==> src/usbpcr_defs.vh <==
/*
 * Constants for the PHY common block control register: offset, bit
 * positions, writable mask and reset value.
 * Assumes a 12-bit byte address within the PHY register space.
 */
`ifndef USBPCR_DEFS_VH
`define USBPCR_DEFS_VH

// ----------------------------------------------------------------
// Address map
// ----------------------------------------------------------------
`define USBPCR_ADDR_W        12
`define USBPCR_OFS_COMMON    12'h000

// ----------------------------------------------------------------
// Field positions
// ----------------------------------------------------------------
`define USBPCR_B_CLK_OFF     31
`define USBPCR_B_TEST_SEL    24
`define USBPCR_B_XTAL_AMP    23
`define USBPCR_B_REF_RATE    19
`define USBPCR_B_CORE_RDY    18
`define USBPCR_B_FAST_PLL    17
`define USBPCR_B_HS_PLL      16
`define USBPCR_B_COM_SUSP_N  15
`define USBPCR_B_XTAL_SUSP_N 14
`define USBPCR_B_COM_CLK_OK  12
`define USBPCR_B_SS_PLL      11
`define USBPCR_B_SS_CLK_OK   10
`define USBPCR_B_TIMER_OFF   9
`define USBPCR_B_GATE_BYP    0

// ----------------------------------------------------------------
// Masks and reset value
// ----------------------------------------------------------------
`define USBPCR_WR_MASK       32'h818B_CA01
`define USBPCR_RO_MASK       32'h0004_1400
`define USBPCR_RESET_VAL     32'h0001_0000
`define USBPCR_AFE_CNT       2

`endif

==> src/usbpcr_lpm_dflt.v <==
/*
 * Default source for the fast PLL startup bit: picks the speed-mode
 * field of the configuration image and holds the last loaded value.
 * Assumes image_load pulses for one cycle when the image is valid.
 */
`include "usbpcr_defs.vh"

module usbpcr_lpm_dflt (
  input  wire clk_sys,
  input  wire reset,
  input  wire image_load,
  input  wire hs_mode,
  input  wire eeprom_present,
  input  wire eeprom_lpm_hs,
  input  wire eeprom_lpm_fs,
  input  wire otp_present,
  input  wire otp_lpm_hs,
  input  wire otp_lpm_fs,
  output reg  image_lpm_r,
  output reg  image_lpm_nxt
);

  // ----------------------------------------------------------------
  // Source priority: EEPROM, then OTP, then zero
  // ----------------------------------------------------------------
  always @*
  begin
    image_lpm_nxt = image_lpm_r;
    if (image_load)
    begin
      if (eeprom_present)
        image_lpm_nxt = hs_mode ? eeprom_lpm_hs : eeprom_lpm_fs;
      else if (otp_present)
        image_lpm_nxt = hs_mode ? otp_lpm_hs : otp_lpm_fs;
      else
        image_lpm_nxt = 1'b0;
    end
  end

  always @(posedge clk_sys or posedge reset)
  begin
    if (reset)
      image_lpm_r <= 1'b0;
    else
      image_lpm_r <= image_lpm_nxt;
  end

endmodule // usbpcr_lpm_dflt

==> src/usbpcr_top.v <==
/*
 * PHY common block control and status register with its analog
 * control outputs and readiness flags.
 * Assumes a single-cycle strobe register port synchronous to clk_sys,
 * and status inputs already synchronous to clk_sys.
 */
// Added by the designer: the address-and-strobe port.
`include "usbpcr_defs.vh"

module usbpcr_top (
  input  wire                     clk_sys,
  input  wire                     reset,
  input  wire [`USBPCR_ADDR_W-1:0] reg_addr,
  input  wire [31:0]              reg_wdata,
  input  wire                     reg_wr,
  input  wire                     reg_rd,
  output reg  [31:0]              reg_rdata,
  input  wire                     usb_reset,
  input  wire                     lite_reset,
  input  wire                     image_load,
  input  wire                     hs_mode,
  input  wire                     eeprom_present,
  input  wire                     eeprom_lpm_hs,
  input  wire                     eeprom_lpm_fs,
  input  wire                     otp_present,
  input  wire                     otp_lpm_hs,
  input  wire                     otp_lpm_fs,
  input  wire                     core_por_in,
  input  wire                     hv_por_in,
  input  wire                     common_pll_usable_in,
  input  wire                     ss_pll_usable_in,
  input  wire                     global_suspend_n,
  input  wire [1:0]               afe_local_suspend_n,
  output reg                      common_reg_clk_off,
  output reg                      common_test_path_select,
  output reg                      crystal_amplitude_select,
  output reg                      pll_reference_rate_select,
  output reg                      pll_fast_startup_enable,
  output reg                      hs_pll_enable,
  output reg                      common_suspend_n,
  output reg                      crystal_suspend_n,
  output reg                      common_bias_pd,
  output reg                      crystal_osc_pd,
  output reg                      crystal_clk_run,
  output reg  [1:0]               afe_suspend_n,
  output reg                      ss_tx_pll_enable,
  output reg                      frontend_ready_timer_off,
  output reg                      clock_gating_bypass
);

  // ----------------------------------------------------------------
  // Storage
  // ----------------------------------------------------------------
  reg  [31:0] ctrl_r;
  reg  [31:0] ctrl_nxt;
  reg         core_rdy_r;
  reg         com_clk_ok_r;
  reg         ss_clk_ok_r;
  reg  [31:0] rdata_nxt;
  wire        image_lpm;
  wire        sel_common;
  wire        wr_hit;
  wire        rd_hit;
  wire        regs_gated;

  // ----------------------------------------------------------------
  // Helpers
  // ----------------------------------------------------------------
  function addr_hit;
    input [`USBPCR_ADDR_W-1:0] a;
    begin
      addr_hit = (a == `USBPCR_OFS_COMMON);
    end
  endfunction

  function [31:0] status_view;
    input [31:0] ctl;
    input        core_rdy;
    input        com_ok;
    input        ss_ok;
    reg   [31:0] v;
    begin
      v = ctl & `USBPCR_WR_MASK;
      v[`USBPCR_B_CORE_RDY]  = core_rdy;
      v[`USBPCR_B_COM_CLK_OK] = com_ok;
      v[`USBPCR_B_SS_CLK_OK] = ss_ok;
      status_view = v;
    end
  endfunction

  assign sel_common = addr_hit(reg_addr);
  assign wr_hit     = reg_wr & sel_common;
  assign rd_hit     = reg_rd & sel_common;
  assign regs_gated = ctrl_r[`USBPCR_B_CLK_OFF];

  // ----------------------------------------------------------------
  // Configuration image default
  // ----------------------------------------------------------------
  usbpcr_lpm_dflt u_lpm_dflt (
    .clk_sys        (clk_sys),
    .reset          (reset),
    .image_load     (image_load),
    .hs_mode        (hs_mode),
    .eeprom_present (eeprom_present),
    .eeprom_lpm_hs  (eeprom_lpm_hs),
    .eeprom_lpm_fs  (eeprom_lpm_fs),
    .otp_present    (otp_present),
    .otp_lpm_hs     (otp_lpm_hs),
    .otp_lpm_fs     (otp_lpm_fs),
    .image_lpm_r    (),
    .image_lpm_nxt  (image_lpm)
  );

  // ----------------------------------------------------------------
  // Control register next value
  // ----------------------------------------------------------------
  always @*
  begin
    ctrl_nxt = ctrl_r;
    if (wr_hit)
    begin
      if (regs_gated)
      begin
        // Only the gate bit itself stays writable while gated
        ctrl_nxt[`USBPCR_B_CLK_OFF] = reg_wdata[`USBPCR_B_CLK_OFF];
      end
      else
      begin
        ctrl_nxt = reg_wdata & `USBPCR_WR_MASK;
      end
    end
    if (image_load || usb_reset || lite_reset)
      ctrl_nxt[`USBPCR_B_FAST_PLL] = image_lpm;
  end

  always @(posedge clk_sys or posedge reset)
  begin
    if (reset)
      ctrl_r <= `USBPCR_RESET_VAL;
    else
      ctrl_r <= ctrl_nxt;
  end

  // ----------------------------------------------------------------
  // Status flags, frozen while the register clocks are gated
  // ----------------------------------------------------------------
  always @(posedge clk_sys or posedge reset)
  begin
    if (reset)
    begin
      core_rdy_r   <= 1'b0;
      com_clk_ok_r <= 1'b0;
      ss_clk_ok_r  <= 1'b0;
    end
    else if (!regs_gated)
    begin
      core_rdy_r   <= core_por_in & hv_por_in;
      com_clk_ok_r <= common_pll_usable_in;
      ss_clk_ok_r  <= ss_pll_usable_in;
    end
  end

  // ----------------------------------------------------------------
  // Read port: data valid only in the cycle after the strobe
  // ----------------------------------------------------------------
  always @*
  begin
    rdata_nxt = 32'h0000_0000;
    if (rd_hit)
      rdata_nxt = status_view(ctrl_r, core_rdy_r, com_clk_ok_r, ss_clk_ok_r);
  end

  always @(posedge clk_sys or posedge reset)
  begin
    if (reset)
      reg_rdata <= 32'h0000_0000;
    else
      reg_rdata <= rdata_nxt;
  end

  // ----------------------------------------------------------------
  // Analog control outputs
  // ----------------------------------------------------------------
  always @(posedge clk_sys or posedge reset)
  begin
    if (reset)
    begin
      common_reg_clk_off        <= 1'b0;
      common_test_path_select   <= 1'b0;
      crystal_amplitude_select  <= 1'b0;
      pll_reference_rate_select <= 1'b0;
      pll_fast_startup_enable   <= 1'b0;
      hs_pll_enable             <= 1'b1;
      ss_tx_pll_enable          <= 1'b0;
      frontend_ready_timer_off  <= 1'b0;
      clock_gating_bypass       <= 1'b0;
    end
    else
    begin
      common_reg_clk_off        <= ctrl_nxt[`USBPCR_B_CLK_OFF];
      common_test_path_select   <= ctrl_nxt[`USBPCR_B_TEST_SEL];
      crystal_amplitude_select  <= ctrl_nxt[`USBPCR_B_XTAL_AMP];
      pll_reference_rate_select <= ctrl_nxt[`USBPCR_B_REF_RATE];
      pll_fast_startup_enable   <= ctrl_nxt[`USBPCR_B_FAST_PLL];
      hs_pll_enable             <= ctrl_nxt[`USBPCR_B_HS_PLL];
      ss_tx_pll_enable          <= ctrl_nxt[`USBPCR_B_SS_PLL];
      frontend_ready_timer_off  <= ctrl_nxt[`USBPCR_B_TIMER_OFF];
      clock_gating_bypass       <= ctrl_nxt[`USBPCR_B_GATE_BYP];
    end
  end

  // ----------------------------------------------------------------
  // Suspend and power-down control
  // ----------------------------------------------------------------
  always @(posedge clk_sys or posedge reset)
  begin
    if (reset)
    begin
      common_suspend_n  <= 1'b0;
      crystal_suspend_n <= 1'b0;
      common_bias_pd    <= 1'b1;
      crystal_osc_pd    <= 1'b1;
      crystal_clk_run   <= 1'b0;
      afe_suspend_n     <= 2'b00;
    end
    else
    begin
      common_suspend_n  <= ctrl_nxt[`USBPCR_B_COM_SUSP_N];
      crystal_suspend_n <= ctrl_nxt[`USBPCR_B_XTAL_SUSP_N];
      common_bias_pd    <= ~ctrl_nxt[`USBPCR_B_COM_SUSP_N];
      crystal_osc_pd    <= ~ctrl_nxt[`USBPCR_B_XTAL_SUSP_N];
      // Global suspend does not stop the crystal clock
      crystal_clk_run   <= ctrl_nxt[`USBPCR_B_XTAL_SUSP_N];
      if (!ctrl_nxt[`USBPCR_B_COM_SUSP_N])
        afe_suspend_n   <= 2'b00;
      else
        afe_suspend_n   <= afe_local_suspend_n & {2{global_suspend_n}};
    end
  end

endmodule // usbpcr_top

==> config.mk <==
export PLATFORM = sky130hd
export DESIGN_NAME = usbpcr_top
export DESIGN_NICKNAME = d
export VERILOG_FILES = /design/src/usbpcr_lpm_dflt.v /design/src/usbpcr_top.v
export VERILOG_INCLUDE_DIRS = /design/src
export SDC_FILE = /design/constraint.sdc
export NUM_CORES = 1
export LEC_CHECK = 0
export ABC_AREA = 0
export ABC_CLOCK_PERIOD_IN_PS = 3540
export BUFFER_PORTS_ARGS = -buffer_cell sky130_fd_sc_hd__clkbuf_2
export CAP_MARGIN = 10
export CORE_ASPECT_RATIO = 2
export CORE_MARGIN = 2
export CORE_UTILIZATION = 42
export CTS_CLUSTER_DIAMETER = 120
export CTS_CLUSTER_SIZE = 40
export DETAILED_ROUTE_END_ITERATION = 16
export PLACE_DENSITY = 0.94
export RECOVER_POWER = 25
export SYNTH_ARGS = -nofsm -noshare
export SYNTH_HDL_FRONTEND = slang
export SYNTH_SLANG_ARGS = --single-unit
==> constraint.sdc <==
create_clock -name clk_sys -period 3.54 [get_ports clk_sys]
set_clock_uncertainty 0.05 [all_clocks]
set_input_delay 1.062 -clock clk_sys [delete_from_list [all_inputs] [get_ports clk_sys]]
set_output_delay 1.062 -clock clk_sys [all_outputs]
set_load 0.05 [all_outputs]
Word-level counts from Yosys, hierarchy flattened

Index checks and enable logic that the tools add are counted.
Widths: inputs -> output; s select.

Muxes and demuxes: 10
Reduce and logical (&&, ||, !) cells: 3
Bitwise operators: 6

Operators by type and width:

| kind             | count |
|---|---|
| $mux 32          | 2 |
| $mux 25          | 1 |
| $logic_not 12->1 | 1 |
| $mux 1           | 6 |
| $and 1x1->1      | 3 |
| $and 2x2->2      | 1 |
| $logic_or 1x1->1 | 2 |
| $mux 2           | 1 |
| $not 1->1        | 2 |

Output and inout port bits: 48
Bits of input ports: 65
Register bits after elaboration: 62

Logic depth before layout (Yosys ltp)

Depth in word-level cells: 5
Gate-level depth with buffers: 4

By module

From an unflattened synthesis, not the netlist that was laid out.

Cell total of the unflattened synthesis: 114
Area total of the unflattened synthesis: 1516.5 um2

By module, submodules not included:

| module          | cells each | times used | area each (um2) | sequential area each (um2) |
|---|---|---|---|---|
| usbpcr_top      | 106        | 1          | 1443.9          | 804.5 |
| usbpcr_lpm_dflt | 8          | 1          | 72.6            | 25.0 |

Least setup slack after synthesis

Ideal clock, no wire load.

Path kind: input-to-reg
From: in reg_addr[11]
To: reg ctrl_r[31]
Required time: 3.365 ns
Path slack: 1.332 ns
Arrival time: 2.033 ns
Setup time: 0.125 ns
Buffers on the path: 0
Cell stages on the path: 4
Path through: nor4_4 -> and3_2 -> nand2_1 -> mux2_4

Word-level cells in the longest chain between the ends: 3

Ends and longest elaborated chain:

| what                       | RTL line         | RTL |
|---|---|---|
| from (decl)                | usbpcr_top.v:13  | `` input wire [`USBPCR_ADDR_W-1:0] reg_addr, `` |
| $logic_not 12->1 (no line) | -                |  |
| $and 1x1->1                | usbpcr_top.v:92  | `assign wr_hit = reg_wr & sel_common;` |
| $mux 32                    | usbpcr_top.v:120 | `if (wr_hit)` |
| to (signal assigned)       | usbpcr_top.v:139 | `` ctrl_r <= `USBPCR_RESET_VAL; `` |
| to (signal assigned)       | usbpcr_top.v:141 | `ctrl_r <= ctrl_nxt;` |
| to (decl)                  | usbpcr_top.v:54  | `reg [31:0] ctrl_r;` |

Every way passes these cells.
A chain may end at the register's enable or synchronous reset.

==> results.txt <==
In this run the worst path has a maximum fanout of 33. The height of the die came out at 86.8 um. The final-stage net count is 254.

The floorplan has 30 rows. In the final layout, the share of cells above drive strength 1 is 0.532. The total length of routed met3 wires is 226 um.

The width of the chip came out at 45.4 um. The post-route met1 wirelength came out at 791 um. Hold timing on the final database bottoms out at a slack of 0.449 ns. Counting the fill cells in the layout gives 302. The worst hold-check path type is flip-flop to flip-flop. The checks that failed: max-capacitance violations, max-slew violations.

The final core utilization is 0.558. The floorplan die area came out at 3940 um2. The register clock-pin slew on the reported worst setup and hold paths is 0.06 ns. The initial antenna violation count is 0. The number of primary I/O pins is 113.

The static leakage came out at 1.13 nW. The worst setup path is of the input pin to async pin kind. The routability congestion estimate from global placement is 0.682. The post-synthesis register bit count came out at 33. For this design, the slowest cell found on the critical path is clkbuf_1.

Traced cell by cell, the critical path runs through clkbuf_2 -> inv_1 -> clkbuf_1. The clock latency of the later-clocked register in the worst-skew pair came out at 0.28 ns. Once placement finished, the instance area stood at 1770 um2. The maximum number of pins on one net before global-route repair came out at 34. The setup total negative slack is 0 ns. After detailed routing, the number of vias per cell comes to 4.80. The number of buffers added for setup after CTS came out at 0. The via count of the first global-routing pass came to 973. The length of routed met2 wiring came out at 1570 um.

The wire length of the first global-routing pass came out at 4080 um. The netlist area before placement is 1440 um2. The critical path capture point type is an async pin. In this run, the number of DRC markers left after iteration 0 of detailed routing was 17. In the finished design, the share of the clock period the worst path needs comes to 0.655. The sequential element share of the synthesized area is 0.576. The total routed wirelength is 2670 um. The cts-stage hold buffer count is 0. The level count of the clock H-tree is 2.

The tree is rooted in a clkbuf_8. The detail route stage leaves a number of antenna-violating nets equal to 0. The number of max-slew violations in the final report came out at 34. The worst slew margin relative to its limit came out at -0.0873.

The average cell area after synthesis is 12.9 um2. The maximum resistive drop on vdd is 0.000214 V. The area of the multi-input gates is 509 um2. The area growth from synthesis to final layout came out at 29.3%. The core region is 3340 um2. The TritonCTS clock tree is built. The count of vias placed by the detailed router came out at 1065. The number of buffers created by CTS is 5. Setup violations remaining at the end of the flow were counted as 0.

Synthesis handed over a netlist of 112 instances. Once layout is complete, the cells apart from fillers number 222. The clock drives 33 sinks.

The count of buffers added on input and output ports is 73. Once placement completed, the tool counted placed cells totaling 214. Across the whole layout, storage elements account for 830 um2. The arrival time reported for the critical path endpoint is 2.36 ns. In the global route stage, overall resource usage came out at 0.145. The routed design could run at a clock period as short as 2.32 ns. The initial utilization of the core area, before any placement, comes to 0.431. The fmax came out at 431 MHz. The average wire per cell in the routed design came out at 12.0 um.

Setup repair after global routing left no endpoint under its margin. The clock tree buffer depth is 2. The reported max-cap violation count is 1. In this design, the largest share of critical-path delay is due to buffers and inverters.

Dividing total power by cell area gives a power density of 421 nW/um2. The number of cells upsized or downsized after cts is 0. The number of detailed-routing iterations run before antenna repair is 3. STA classifies the critical path startpoint as an input pin.

The total half-perimeter wirelength after legalization and detailed placement is 2270 um. The final-report hold violation count is 0. The Yosys warning count is 0.

The maximum single-stage delay on the critical path came out at 1.17 ns. The antenna diode count is 0. The worst endpoint required time came out at 3.58 ns. The actual transition at the worst max-transition pin came out at 1.63 ns. Synthesis instantiated 24 different standard cells from the library. The run finished, with violations left. Routed signal wires occupy layers up through met4.

After detailed routing, the number of remaining DRC violations is 0. The final standard cell area without fillers came out at 1860 um2. The number of buffers and inverters on the critical path is 3. After global routing the overflow that remains totals 0.
-- layout make-up --
cell class	instances	area share
Timing Repair Buffer	74	0.198
Inverter	4	0.00805
Sequential cell	33	0.445
Clock buffer	7	0.0517
Clock inverter	1	0.00268
Multi-Input combinational cell	71	0.273
Tap cell	32	0.0215
-- cells by family (layout without fill, tap and decap cells) --
kind of cell	Yosys count	in the layout	share of synthesized area
flops	33	33	0.576
simple gates	33	33	0.168
compound gates	6	6	0.0260
buf+inv	25	86	0.115
mux	14	14	0.112
other cells	1	18	0.00260
-- final timing paths --
check / from / to / slack (ns) / depth (start not counted)
setup / recovery: reset / ctrl_r[0] / 1.22 / 3
hold / removal: flip-flop / crystal_osc_pd / 0.45 / 1
setup reg to reg: ctrl_r[31] / afe_suspend_n[0] / 1.94 / 4
hold reg to reg: flip-flop / crystal_osc_pd / 0.45 / 1
max in group clk_sys: reg_addr[7] / ctrl_r[31] / 1.30 / 5
min in group asynchronous: reset / reg_rdata[10] / 1.27 / 3
-- cells in the final DEF, fill, tap and decap left out, types with 2 or more instances in the layout --
cell,n
clkbuf_8,7
a31oi_1,2
o21ai_0,2
nor2_1,4
and3_1,15
nand2_1,6
nor4_4,3
dfstp_2,3
clkbuf_2,73
mux2_2,10
mux2i_1,2
inv_1,4
conb_1,18
dfrtp_1,30
-- state kept, by name, indices dropped and copies added, names as in the netlist, named ones only --
name                    count
afe_suspend_n               2
ctrl_r                     10
core_rdy_r                  1
com_clk_ok_r                1
ss_clk_ok_r                 1
reg_rdata                  14
common_bias_pd              1
crystal_osc_pd              1
u_lpm_dflt.image_lpm_r      1
-- per-layer routing --
metal	GRT usage	vias up
li1	-	499
met2	0.266	62
met4	0.0802	0
met3	0.0458	6
met5	0	-
met1	0.127	498
-- cell usage after synthesis --
cell      count  area [um2]
a211oi_1      1        7.51
mux2_4        1        15.0
clkbuf_1      1        3.75
o21ai_0       2        10.0
nand4_4       1        21.3
mux2i_2       1        13.8
or3_1         1        6.26
nand4_1       1        6.26
and3_2        1        7.51
and3_1       15        93.8
nor4_4        3        63.8
nor2_1        4        15.0
nor2b_1       1        6.26
inv_1         4        15.0
dfstp_2       3        78.8
buf_2         1        5.00
buf_4        19         143
mux2i_1       2        20.0
a31oi_1       2        12.5
mux2_2       10         113
dfrtp_1      30         751
nand2_1       6        22.5
o21a_1        1        7.51
conb_1        1        3.75
-- metrics by stage --
step	setup slack, ns	power (mW)
2_1_floorplan	1.33	0.475
3_3_place_gp	1.02	0.493
3_5_place_dp	0.987	0.496
4_1_cts	1.29	0.796
5_1_grt	0.809	0.817
6_report	1.22	0.785
-- report_power, final --
group	total, mW	switching, mW	internal, mW
Sequential	0.386	0.00289	0.383
Clock	0.297	0.122	0.175
Combinational	0.102	0.0759	0.0264
No activity file was read; power rests on OpenSTA's default activity.
